$ cat src/asp_pkg.sv
// Shared constants, types and helpers of the converter packetizer.
`default_nettype none
package asp_pkg;
   // Sizes.
   localparam int NUM_IN = 8;
   localparam int RAW_W = 12;
   localparam int DATA_W = 32;
   localparam int ADDR_W = 8;
   localparam int DEST_W = 24;
   localparam int BYTE_W = 8;
   localparam int CNT_W = 8;
   localparam int IDX_W = 3;
   localparam int WID_W = 2;
   localparam int ST_W = 3;
   localparam logic [DATA_W-RAW_W-1:0] ZERO_PAD = '0;
   // Device register map.
   localparam logic [ADDR_W-1:0] OFF_IN0 = 8'h00;
   localparam logic [ADDR_W-1:0] OFF_GEN = 8'h20;
   localparam int ADDR_IDX_LSB = 2;
   localparam int IN_DEST_LSB = 8;
   localparam int IN_EN_BIT = 0;
   localparam int GEN_DROP_BIT = 24;
   localparam int GEN_WID_LSB = 16;
   localparam int GEN_SPP_LSB = 8;
   localparam int GEN_CAL_BIT = 1;
   localparam int GEN_EN_BIT = 0;
   // Sample width codes and reset values.
   localparam logic [WID_W-1:0] WID_8 = 2'h0;
   localparam logic [WID_W-1:0] WID_16 = 2'h1;
   localparam logic [WID_W-1:0] WID_32 = 2'h3;
   localparam logic [WID_W-1:0] WID_RST = WID_16;
   localparam logic [CNT_W-1:0] SPP_RST = 8'h01;
   localparam logic [2:0] CAL_PULSES = 3'h6;
   // Controller register map.
   localparam logic [ADDR_W-1:0] H_CADDR = 8'h00;
   localparam logic [ADDR_W-1:0] H_CDATA = 8'h04;
   localparam logic [ADDR_W-1:0] H_CMD = 8'h08;
   localparam logic [ADDR_W-1:0] H_TRIG = 8'h0C;
   localparam logic [ADDR_W-1:0] H_STATUS = 8'h10;
   localparam logic [ADDR_W-1:0] H_MASK = 8'h14;
   localparam logic [ADDR_W-1:0] H_SAMPLE = 8'h18;
   localparam logic [ADDR_W-1:0] H_SDEST = 8'h1C;
   localparam logic [ADDR_W-1:0] H_CALLEFT = 8'h20;
   localparam int CMD_WR_BIT = 0;
   localparam int CMD_RD_BIT = 1;
   localparam int ST_SMP_BIT = 0;
   localparam int ST_PKT_BIT = 1;
   localparam int ST_REF_BIT = 2;

   typedef enum logic [2:0] {
      ST_IDLE = 3'b000,
      ST_SCAN = 3'b001,
      ST_SEND = 3'b010,
      ST_ENDP = 3'b011,
      ST_CLOSE = 3'b100
   } asp_dev_state_t;

   // Index of the last byte of a sample; the reserved code is sent as 16 bits.
   function automatic logic [1:0] last_byte(input logic [WID_W-1:0] wid);
      logic [1:0] r;
      r = 2'h1;
      if (wid == WID_8)
      begin
         r = 2'h0;
      end
      else if (wid == WID_32)
      begin
         r = 2'h3;
      end
      return r;
   endfunction
endpackage
`default_nettype wire

$ cat src/asp_link_if.sv
// Link between the converter packetizer and its controlling party.
`timescale 1ns/1ps
`default_nettype none
interface asp_link_if;
   logic cfg_wr;
   logic cfg_rd;
   logic [asp_pkg::ADDR_W-1:0] cfg_addr;
   logic [asp_pkg::DATA_W-1:0] cfg_wdata;
   logic [asp_pkg::DATA_W-1:0] cfg_rdata;
   logic trig;
   logic pkt_valid;
   logic pkt_end;
   logic [asp_pkg::DEST_W-1:0] pkt_dest;
   logic [asp_pkg::BYTE_W-1:0] pkt_byte;

   modport dev (
      input cfg_wr, cfg_rd, cfg_addr, cfg_wdata, trig,
      output cfg_rdata, pkt_valid, pkt_end, pkt_dest, pkt_byte
   );
   modport host (
      output cfg_wr, cfg_rd, cfg_addr, cfg_wdata, trig,
      input cfg_rdata, pkt_valid, pkt_end, pkt_dest, pkt_byte
   );
endinterface
`default_nettype wire

$ cat src/asp_dev.sv
// Converter end: control registers, calibration gate and sample packetizer.
//
// The address-and-strobe port is this design's own decision.
`timescale 1ns/1ps
`default_nettype none
// How it works
// Input register upper field holds destination.
// Input bit zero enables that input.
// Lost sample sets flag, read clears it.
// Width field selects 8, 16, 32 bits.
// Results always left aligned in sample.
// 16-bit: low nibble zero, MSB first.
// 32-bit: low twenty bits zero, MSB first.
// Samples per packet set packet length.
// Zero count: register access closes packet.
// Calibration bit selects internal reference.
// Controller discards sample around calibration change.
// General bit zero enables the converter.
// Input registers read-only while enabled.
// Controller writes inputs only while disabled.
// Six pulses after enable calibrate silently.
// Seventh pulse onward delivers samples.
// Calibration restarts on every enable rise.
// Converter result is twelve bits.
// Each pulse samples every enabled input.
module asp_dev #(
   parameter int NUM_IN = asp_pkg::NUM_IN
) (
   // Clock, reset and clock enable.
   input wire logic sys_clk,
   input wire logic nrst,
   input wire logic ce,
   // Raw converter results.
   input wire logic [NUM_IN-1:0][asp_pkg::RAW_W-1:0] adc_raw,
   input wire logic [asp_pkg::RAW_W-1:0] adc_ref_raw,
   // Converter control.
   output logic adc_on,
   output logic adc_cal_sel,
   // Link to the controlling party.
   asp_link_if.dev lnk
);
   localparam int IW = asp_pkg::IDX_W;

   if (NUM_IN < 1 || NUM_IN > 8)
   begin : g_chk
      $error("NUM_IN must lie between 1 and 8");
   end

   typedef struct packed {
      logic [NUM_IN-1:0][asp_pkg::DEST_W-1:0] dest;
      logic [NUM_IN-1:0] in_en;
      logic gen_en;
      logic cal;
      logic [asp_pkg::WID_W-1:0] width;
      logic [asp_pkg::CNT_W-1:0] spp;
      logic drop;
      logic [2:0] cal_cnt;
      logic [NUM_IN-1:0][asp_pkg::RAW_W-1:0] snap;
      logic [NUM_IN-1:0][asp_pkg::CNT_W-1:0] cnt;
      logic [NUM_IN-1:0] open;
      logic close_pend;
      asp_pkg::asp_dev_state_t st;
      logic [IW-1:0] idx;
      logic [1:0] bsel;
      logic [asp_pkg::DATA_W-1:0] word;
      logic [asp_pkg::DATA_W-1:0] rdata;
      logic pkt_valid;
      logic pkt_end;
      logic [asp_pkg::DEST_W-1:0] pkt_dest;
      logic [asp_pkg::BYTE_W-1:0] pkt_byte;
   } asp_dev_st_t;

   asp_dev_st_t q;
   asp_dev_st_t d;
   logic [NUM_IN-1:0][asp_pkg::DATA_W-1:0] ctl_word;
   logic [NUM_IN-1:0][asp_pkg::RAW_W-1:0] smp;
   logic [asp_pkg::DATA_W-1:0] gen_word;
   logic [IW-1:0] a_idx;
   logic a_in;
   logic a_gen;
   logic adv;

   for (genvar i = 0; i < NUM_IN; i++)
   begin : g_in
      assign ctl_word[i] = (asp_pkg::DATA_W'(q.dest[i]) << asp_pkg::IN_DEST_LSB)
                         | (asp_pkg::DATA_W'(q.in_en[i]) << asp_pkg::IN_EN_BIT);
      assign smp[i] = q.cal ? adc_ref_raw : adc_raw[i];
   end

   assign a_idx = lnk.cfg_addr[asp_pkg::ADDR_IDX_LSB +: IW];
   assign a_in = (lnk.cfg_addr < asp_pkg::OFF_GEN) && (lnk.cfg_addr[1:0] == 2'h0)
               && (int'(a_idx) < NUM_IN);
   assign a_gen = (lnk.cfg_addr == asp_pkg::OFF_GEN);

   always_comb
   begin
      adv = 1'b0;
      d = q;
      d.rdata = '0;
      d.pkt_valid = 1'b0;
      d.pkt_end = 1'b0;
      gen_word = '0;
      gen_word[asp_pkg::GEN_DROP_BIT] = q.drop;
      gen_word[asp_pkg::GEN_WID_LSB +: asp_pkg::WID_W] = q.width;
      gen_word[asp_pkg::GEN_SPP_LSB +: asp_pkg::CNT_W] = q.spp;
      gen_word[asp_pkg::GEN_CAL_BIT] = q.cal;
      gen_word[asp_pkg::GEN_EN_BIT] = q.gen_en;
      unique case (q.st)
         asp_pkg::ST_IDLE:
         begin
            if (lnk.trig && q.gen_en)
            begin
               if (q.cal_cnt < asp_pkg::CAL_PULSES)
               begin
                  d.cal_cnt = 3'(q.cal_cnt + 3'h1);
               end
               else
               begin
                  d.snap = smp;
                  d.idx = '0;
                  d.st = asp_pkg::ST_SCAN;
               end
            end
            else if (q.close_pend)
            begin
               d.close_pend = 1'b0;
               d.idx = '0;
               d.st = asp_pkg::ST_CLOSE;
            end
         end
         asp_pkg::ST_SCAN:
         begin
            if (q.in_en[q.idx])
            begin
               d.word = {q.snap[q.idx], asp_pkg::ZERO_PAD};
               d.bsel = 2'h0;
               d.st = asp_pkg::ST_SEND;
            end
            else
            begin
               adv = 1'b1;
            end
         end
         asp_pkg::ST_SEND:
         begin
            // Most significant byte leaves first; shorter formats stop early.
            d.pkt_valid = 1'b1;
            d.pkt_dest = q.dest[q.idx];
            d.pkt_byte = q.word[asp_pkg::DATA_W-1 -: asp_pkg::BYTE_W];
            d.word = q.word << asp_pkg::BYTE_W;
            if (q.bsel == asp_pkg::last_byte(q.width))
            begin
               d.cnt[q.idx] = asp_pkg::CNT_W'(q.cnt[q.idx] + 8'h01);
               d.open[q.idx] = 1'b1;
               if ((q.spp != '0) && (d.cnt[q.idx] == q.spp))
               begin
                  d.st = asp_pkg::ST_ENDP;
               end
               else
               begin
                  adv = 1'b1;
               end
            end
            else
            begin
               d.bsel = 2'(q.bsel + 2'h1);
            end
         end
         asp_pkg::ST_ENDP, asp_pkg::ST_CLOSE:
         begin
            if ((q.st == asp_pkg::ST_ENDP) || q.open[q.idx])
            begin
               d.pkt_valid = 1'b1;
               d.pkt_end = 1'b1;
               d.pkt_byte = '0;
               d.pkt_dest = q.dest[q.idx];
               d.cnt[q.idx] = '0;
               d.open[q.idx] = 1'b0;
            end
            adv = 1'b1;
         end
         default:
         begin
            d.st = asp_pkg::ST_IDLE;
         end
      endcase
      if (adv)
      begin
         if (q.idx == IW'(NUM_IN - 1))
         begin
            d.st = asp_pkg::ST_IDLE;
         end
         else
         begin
            d.idx = IW'(q.idx + 1);
            if (q.st != asp_pkg::ST_CLOSE)
            begin
               d.st = asp_pkg::ST_SCAN;
            end
         end
      end
      if (lnk.cfg_rd)
      begin
         if (a_in)
         begin
            d.rdata = ctl_word[a_idx];
         end
         else if (a_gen)
         begin
            d.rdata = gen_word;
            d.drop = 1'b0;
         end
      end
      if (lnk.cfg_wr)
      begin
         // Routing cannot change under a running conversion.
         if (a_in && !q.gen_en)
         begin
            d.dest[a_idx] = lnk.cfg_wdata[asp_pkg::IN_DEST_LSB +: asp_pkg::DEST_W];
            d.in_en[a_idx] = lnk.cfg_wdata[asp_pkg::IN_EN_BIT];
         end
         else if (a_gen)
         begin
            d.gen_en = lnk.cfg_wdata[asp_pkg::GEN_EN_BIT];
            d.cal = lnk.cfg_wdata[asp_pkg::GEN_CAL_BIT];
            d.width = lnk.cfg_wdata[asp_pkg::GEN_WID_LSB +: asp_pkg::WID_W];
            d.spp = lnk.cfg_wdata[asp_pkg::GEN_SPP_LSB +: asp_pkg::CNT_W];
            if (!q.gen_en && lnk.cfg_wdata[asp_pkg::GEN_EN_BIT])
            begin
               d.cal_cnt = '0;
            end
         end
      end
      if ((lnk.cfg_wr || lnk.cfg_rd) && (|q.open))
      begin
         d.close_pend = 1'b1;
      end
      // A pulse that meets a busy packetizer is lost; the set beats a clearing read.
      if (lnk.trig && q.gen_en && (q.st != asp_pkg::ST_IDLE))
      begin
         d.drop = 1'b1;
      end
   end

   always_ff @(posedge sys_clk)
   begin
      if (!nrst)
      begin
         q <= '0;
         q.width <= asp_pkg::WID_RST;
         q.spp <= asp_pkg::SPP_RST;
      end
      else if (ce)
      begin
         q <= d;
      end
   end

   assign adc_on = q.gen_en;
   assign adc_cal_sel = q.cal;
   assign lnk.cfg_rdata = q.rdata;
   assign lnk.pkt_valid = q.pkt_valid;
   assign lnk.pkt_end = q.pkt_end;
   assign lnk.pkt_dest = q.pkt_dest;
   assign lnk.pkt_byte = q.pkt_byte;
endmodule
`default_nettype wire

$ cat src/flat_wrapper.sv
// flat-port wrapper written by rule: the top's interface ports become plain ports
module asp_dev_flat 
#(
   parameter int NUM_IN = asp_pkg::NUM_IN
)
  (sys_clk, nrst, ce, adc_raw, adc_ref_raw, adc_on, adc_cal_sel, lnk_cfg_wr, lnk_cfg_rd, lnk_cfg_addr, lnk_cfg_wdata, lnk_trig, lnk_cfg_rdata, lnk_pkt_valid, lnk_pkt_end, lnk_pkt_dest, lnk_pkt_byte);
  asp_link_if lnk_i ();
  input wire logic sys_clk;
  input wire logic nrst;
  input wire logic ce;
  input wire logic [NUM_IN-1:0][asp_pkg::RAW_W-1:0] adc_raw;
  input wire logic [asp_pkg::RAW_W-1:0] adc_ref_raw;
  output logic adc_on;
  output logic adc_cal_sel;
  input wire logic [$bits(lnk_i.cfg_wr)-1:0] lnk_cfg_wr;
  input wire logic [$bits(lnk_i.cfg_rd)-1:0] lnk_cfg_rd;
  input wire logic [$bits(lnk_i.cfg_addr)-1:0] lnk_cfg_addr;
  input wire logic [$bits(lnk_i.cfg_wdata)-1:0] lnk_cfg_wdata;
  input wire logic [$bits(lnk_i.trig)-1:0] lnk_trig;
  output wire logic [$bits(lnk_i.cfg_rdata)-1:0] lnk_cfg_rdata;
  output wire logic [$bits(lnk_i.pkt_valid)-1:0] lnk_pkt_valid;
  output wire logic [$bits(lnk_i.pkt_end)-1:0] lnk_pkt_end;
  output wire logic [$bits(lnk_i.pkt_dest)-1:0] lnk_pkt_dest;
  output wire logic [$bits(lnk_i.pkt_byte)-1:0] lnk_pkt_byte;
  assign lnk_i.cfg_wr = lnk_cfg_wr;
  assign lnk_i.cfg_rd = lnk_cfg_rd;
  assign lnk_i.cfg_addr = lnk_cfg_addr;
  assign lnk_i.cfg_wdata = lnk_cfg_wdata;
  assign lnk_i.trig = lnk_trig;
  assign lnk_cfg_rdata = lnk_i.cfg_rdata;
  assign lnk_pkt_valid = lnk_i.pkt_valid;
  assign lnk_pkt_end = lnk_i.pkt_end;
  assign lnk_pkt_dest = lnk_i.pkt_dest;
  assign lnk_pkt_byte = lnk_i.pkt_byte;
  asp_dev #(.NUM_IN(NUM_IN)) u_core (.sys_clk(sys_clk), .nrst(nrst), .ce(ce), .adc_raw(adc_raw), .adc_ref_raw(adc_ref_raw), .adc_on(adc_on), .adc_cal_sel(adc_cal_sel), .lnk(lnk_i));
endmodule
$ cat config.mk
export PLATFORM = sky130hd
export DESIGN_NAME = asp_dev_flat
export DESIGN_NICKNAME = d
export VERILOG_FILES = /design/src/asp_pkg.sv /design/src/asp_link_if.sv /design/src/asp_dev.sv /design/src/flat_wrapper.sv
export SDC_FILE = /design/constraint.sdc
export NUM_CORES = 1
export LEC_CHECK = 0
export ABC_CLOCK_PERIOD_IN_PS = 8100
export BUFFER_PORTS_ARGS = -buffer_cell sky130_fd_sc_hd__buf_2
export CORE_ASPECT_RATIO = 0.9
export CORE_MARGIN = 2
export CORE_UTILIZATION = 49
export DETAILED_ROUTE_END_ITERATION = 10
export PLACE_DENSITY = 0.72
export SLEW_MARGIN = 30
export SYNTH_ARGS = -nofsm -noshare
export SYNTH_HDL_FRONTEND = slang
export SYNTH_SLANG_ARGS = --single-unit
$ cat constraint.sdc
create_clock -name sys_clk -period 8.1 [get_ports sys_clk]
set_clock_uncertainty 0.15 [all_clocks]
set_input_delay 1.62 -clock sys_clk [delete_from_list [all_inputs] [get_ports sys_clk]]
set_output_delay 1.62 -clock sys_clk [all_outputs]
set_load 0.02 [all_outputs]
==> qor_table.md <==
| Metric | This run |
|:---|:---|
| Run status | finished clean |
| Portion of the clock cycle consumed by the worst path in the final layout | 58.8% |
| Cell Pwr Density | 190 mW/mm2 |
| I/O pin total | 222 |
| Number of cells after detailed placement | 3166 |
| Largest driver fanout on the critical path | 38 |
| Clock slew at reported path FFs | 0.06 ns |
| Depth of the most critical reg-to-reg path | 11 |
| Total Die Area | 0.0485 mm2 |
| EDFF count, synth | 0 |
| Finished Cell Area | 0.0253 mm2 |
| Worst Setup EP | u_core.q[100] |
| Static leakage | 10.3 nW |
| Post-synthesis sequential element count | 465 |
| Netlist area before placement | 0.0229 mm2 |
| Class of the most critical hold timing path | flop to flop |
| Average cell area after synthesis | 8.80 um2 |
| Sequential-to-total area share from yosys stat | 40.6% |
| RSZ-0062 raised after global routing | false |
| Width of the die | 232 um |
| End of the worst register-to-register path | u_core.q[100] |
| Top_reg_cell synth | sky130_fd_sc_hd__dfxtp_1 |
| Antenna violation net count after detailed routing | 0 |
| Max Slew Vio Count | 0 |
| Total clock buffers created by CTS | 48 |
| Number of antenna violations at the first check in global routing | 7 |
| Post-Route Hold Slack | 0.315 ns |
| Worst setup path startpoint | u_core.q[101] |
| Kind of capture point of the worst setup path | flop |
| DP Worst Slack | 3.01 ns |
| Average wire per cell in the routed design | 22.1 um |
| Clock Sink Count | 465 |
| Max capacitance violation total | 0 |
| Setup total negative slack | 0 ns |
| Maximum number of pins on one net before global-route repair | 224 |
| Post-route setup slack | 3.34 ns |
| Hold_buf cts | 0 |
| Library cell used as clock root buffer | sky130_fd_sc_hd__clkbuf_16 |
| Core Util, Final | 54.6% |
| Reg-to-reg critical path startpoint | u_core.q[101] |
| Slew at the pin with the worst max-slew slack | 0.964 ns |
| Clock period minus final worst setup slack | 4.76 ns |
| Overall track demand over capacity in global routing | 28.9% |
| Non-Filler Instances | 3257 |
| Core area | 0.0465 mm2 |
| Number of buffers on the longest clock path | 3 |
| Worst slew slack as a fraction of its limit | 35.3% |
| Number of fill cells in the layout | 4105 |
| Number of distinct library cells after synthesis | 64 |
| Wire length after detailed routing | 72100 um |
| Vias post-DR | 20177 |
| Data arrival, critical path | 5.08 ns |
| Routability-driven placement congestion ratio | 0.886 |
| Synth warnings | 0 |
| Slack of the worst reg-to-reg path | 3.34 ns |
| Number of input and output port buffers inserted | 209 |
| Final-stage net count | 2760 |
| VDD IR max | 0.180 mV |
| Y dimension of the die | 209 um |
| Remaining Overflow, GRT | 0 |
| Post-CTS setup buffers | 0 |
| Initial core utilization | 49.4% |
| Post-CTS sizing | 0 |
| Vias in the first global route | 19105 |
| Critical path class | flop to flop |
| Area used by multi-input combinational logic | 0.0122 mm2 |
| Async set-or-reset flop fraction in the synthesized netlist | 0% |
| Dpl cell area | 0.0236 mm2 |
| Synth-to-Final Area Change | 10.5% |
| Hold Vio Cnt, Final | 0 |
| First-pass detailed-route iteration total | 6 |
| Global-route wire length before repair | 110000 um |
| Flip-flop and latch area | 0.00931 mm2 |
| Max Fclk | 210 MHz |
| Leading cell type in the layout, fill and taps excluded | sky130_fd_sc_hd__nand2_1 |
| Average vias per placed instance | 6.19 |
| Number of DRC markers in iteration 0 | 2645 |
| Element type at the critical path start | flop |
| Most frequent cells in the layout | sky130_fd_sc_hd__nand2_1, sky130_fd_sc_hd__dfxtp_1, sky130_fd_sc_hd__a21boi_0 |
| Required time of the critical path | 8.42 ns |
| H-tree levels | 2 |
| Cell count after synthesis | 2606 |
| CTS tree | built |
| Share of final-layout standard cells stronger than drive strength 1 | 16.2% |
| Setup-failing EPs final | 0 |
| Number of remaining DRC errors | 0 |
| Clock Latency Late Sink | 0.60 ns |
| Total half-perimeter wirelength after legalization and detailed placement | 45400 um |
| Final Total Pwr | 4.82 mW |
| Row Count | 75 |
## cell usage after synthesis (3+ instances only)
cell	n	area [um2]
sky130_fd_sc_hd__nand2_1	551	2070
sky130_fd_sc_hd__dfxtp_1	465	9310
sky130_fd_sc_hd__a21boi_0	263	1970
sky130_fd_sc_hd__clkbuf_1	213	800
sky130_fd_sc_hd__nand3_1	125	626
sky130_fd_sc_hd__nand2b_1	105	657
sky130_fd_sc_hd__o211a_1	99	991
sky130_fd_sc_hd__o22ai_1	88	551
sky130_fd_sc_hd__buf_4	78	586
sky130_fd_sc_hd__nor2b_1	70	438
sky130_fd_sc_hd__mux4_2	67	1510
sky130_fd_sc_hd__mux2i_1	66	661
sky130_fd_sc_hd__a21oi_1	42	210
sky130_fd_sc_hd__a22oi_1	42	315
sky130_fd_sc_hd__and2_1	42	263
sky130_fd_sc_hd__nand4_1	41	257
sky130_fd_sc_hd__nor2_1	40	150
sky130_fd_sc_hd__o21ai_0	30	150
sky130_fd_sc_hd__or4_1	20	150
sky130_fd_sc_hd__xnor2_1	14	123
sky130_fd_sc_hd__buf_1	12	45.0
sky130_fd_sc_hd__o2bb2ai_1	12	105
sky130_fd_sc_hd__nor4_1	10	62.6
sky130_fd_sc_hd__and3_1	9	56.3
sky130_fd_sc_hd__nor3_1	7	35.0
sky130_fd_sc_hd__a22o_1	6	52.6
sky130_fd_sc_hd__mux2_2	6	67.6
sky130_fd_sc_hd__a221oi_1	5	43.8
sky130_fd_sc_hd__buf_2	5	25.0
sky130_fd_sc_hd__inv_1	5	18.8
sky130_fd_sc_hd__o211ai_1	5	37.5
sky130_fd_sc_hd__o221ai_1	5	43.8
sky130_fd_sc_hd__ha_1	4	50.1
sky130_fd_sc_hd__o22a_1	4	35.0
sky130_fd_sc_hd__xor2_1	4	35.0
sky130_fd_sc_hd__a211oi_1	3	22.5
sky130_fd_sc_hd__nor3b_1	3	22.5
sky130_fd_sc_hd__or3_1	3	18.8
## metal layers
metal	up-vias	global-route usage, %	wire length, um
li1	9115	-	-
met1	9872	41.0	30700
met2	1031	44.7	32700
met3	153	4.89	6720
met4	6	9.39	1930
met5	-	0	43
## worst min path at each step
stage,from,to,slack (ns),cells past startpoint
3_5_place_dp,u_core.q[88],u_core.q[88],0.31,2
6_report,u_core.q[88],u_core.q[88],0.32,2
2_1_floorplan,u_core.q[134],u_core.q[134],0.29,2
4_1_cts,u_core.q[88],u_core.q[88],0.32,2
3_3_place_gp,u_core.q[153],u_core.q[153],0.30,2
5_1_grt,u_core.q[137],u_core.q[137],0.34,2
## where the power goes
| part | switching [mW] | total (mW) | internal [mW] | leakage, nW |
|---|---|---|---|---|
| clock network | 0.956 | 2.31 | 1.35 | 0.811 |
| registers | 0.00225 | 2.29 | 2.29 | 3.75 |
| logic | 0.135 | 0.224 | 0.0890 | 5.76 |
| total | 1.09 | 4.82 | 3.73 | 10.3 |
## cell families after synthesis
logic type / share of synthesized area [%]
adder cells (fa/ha/maj): 0.218
flip-flops: 40.6
other: 0.0164
multiplexers: 9.97
AND/OR/NAND/NOR: 21.5
buffers and inverters: 6.55
XOR/XNOR: 0.688
AO/OA/AOI/OAI: 20.5
## critical path, cell delays in order, from the launching register on
cell,delay [ns]
sky130_fd_sc_hd__dfxtp_2,0.57
sky130_fd_sc_hd__buf_4,0.53
sky130_fd_sc_hd__mux2_2,0.40
sky130_fd_sc_hd__a222oi_1,0.29
sky130_fd_sc_hd__o211ai_1,0.29
sky130_fd_sc_hd__ha_1,0.32
sky130_fd_sc_hd__nand3_1,0.12
sky130_fd_sc_hd__xor2_1,0.64
sky130_fd_sc_hd__xor2_1,0.13
sky130_fd_sc_hd__or4b_4,0.65
sky130_fd_sc_hd__a22o_1,0.27
sky130_fd_sc_hd__mux2_2,0.26
## state kept, by name (all words and copies together), names as in the netlist, named ones only
register,cells
u_core.lnk.pkt_dest,24
u_core.lnk.pkt_byte,8
u_core.lnk.pkt_end,1
u_core.gen_word,11
u_core.lnk.cfg_rdata,26
u_core.adc_cal_sel,1
u_core.adc_on,1
u_core.q,384
u_core.lnk.pkt_valid,1
## final cells by class
type	instances	area share, %
Clock inverter	12	0.627
Clock buffer	74	5.84
Sequential cell	465	36.7
Timing Repair Buffer	252	5.61
Inverter	5	0.0740
Multi-Input combinational cell	1830	48.0
Tap cell	616	3.04
Antenna cell	3	0.0296
Note: power is estimated with default switching activity, not from simulation.
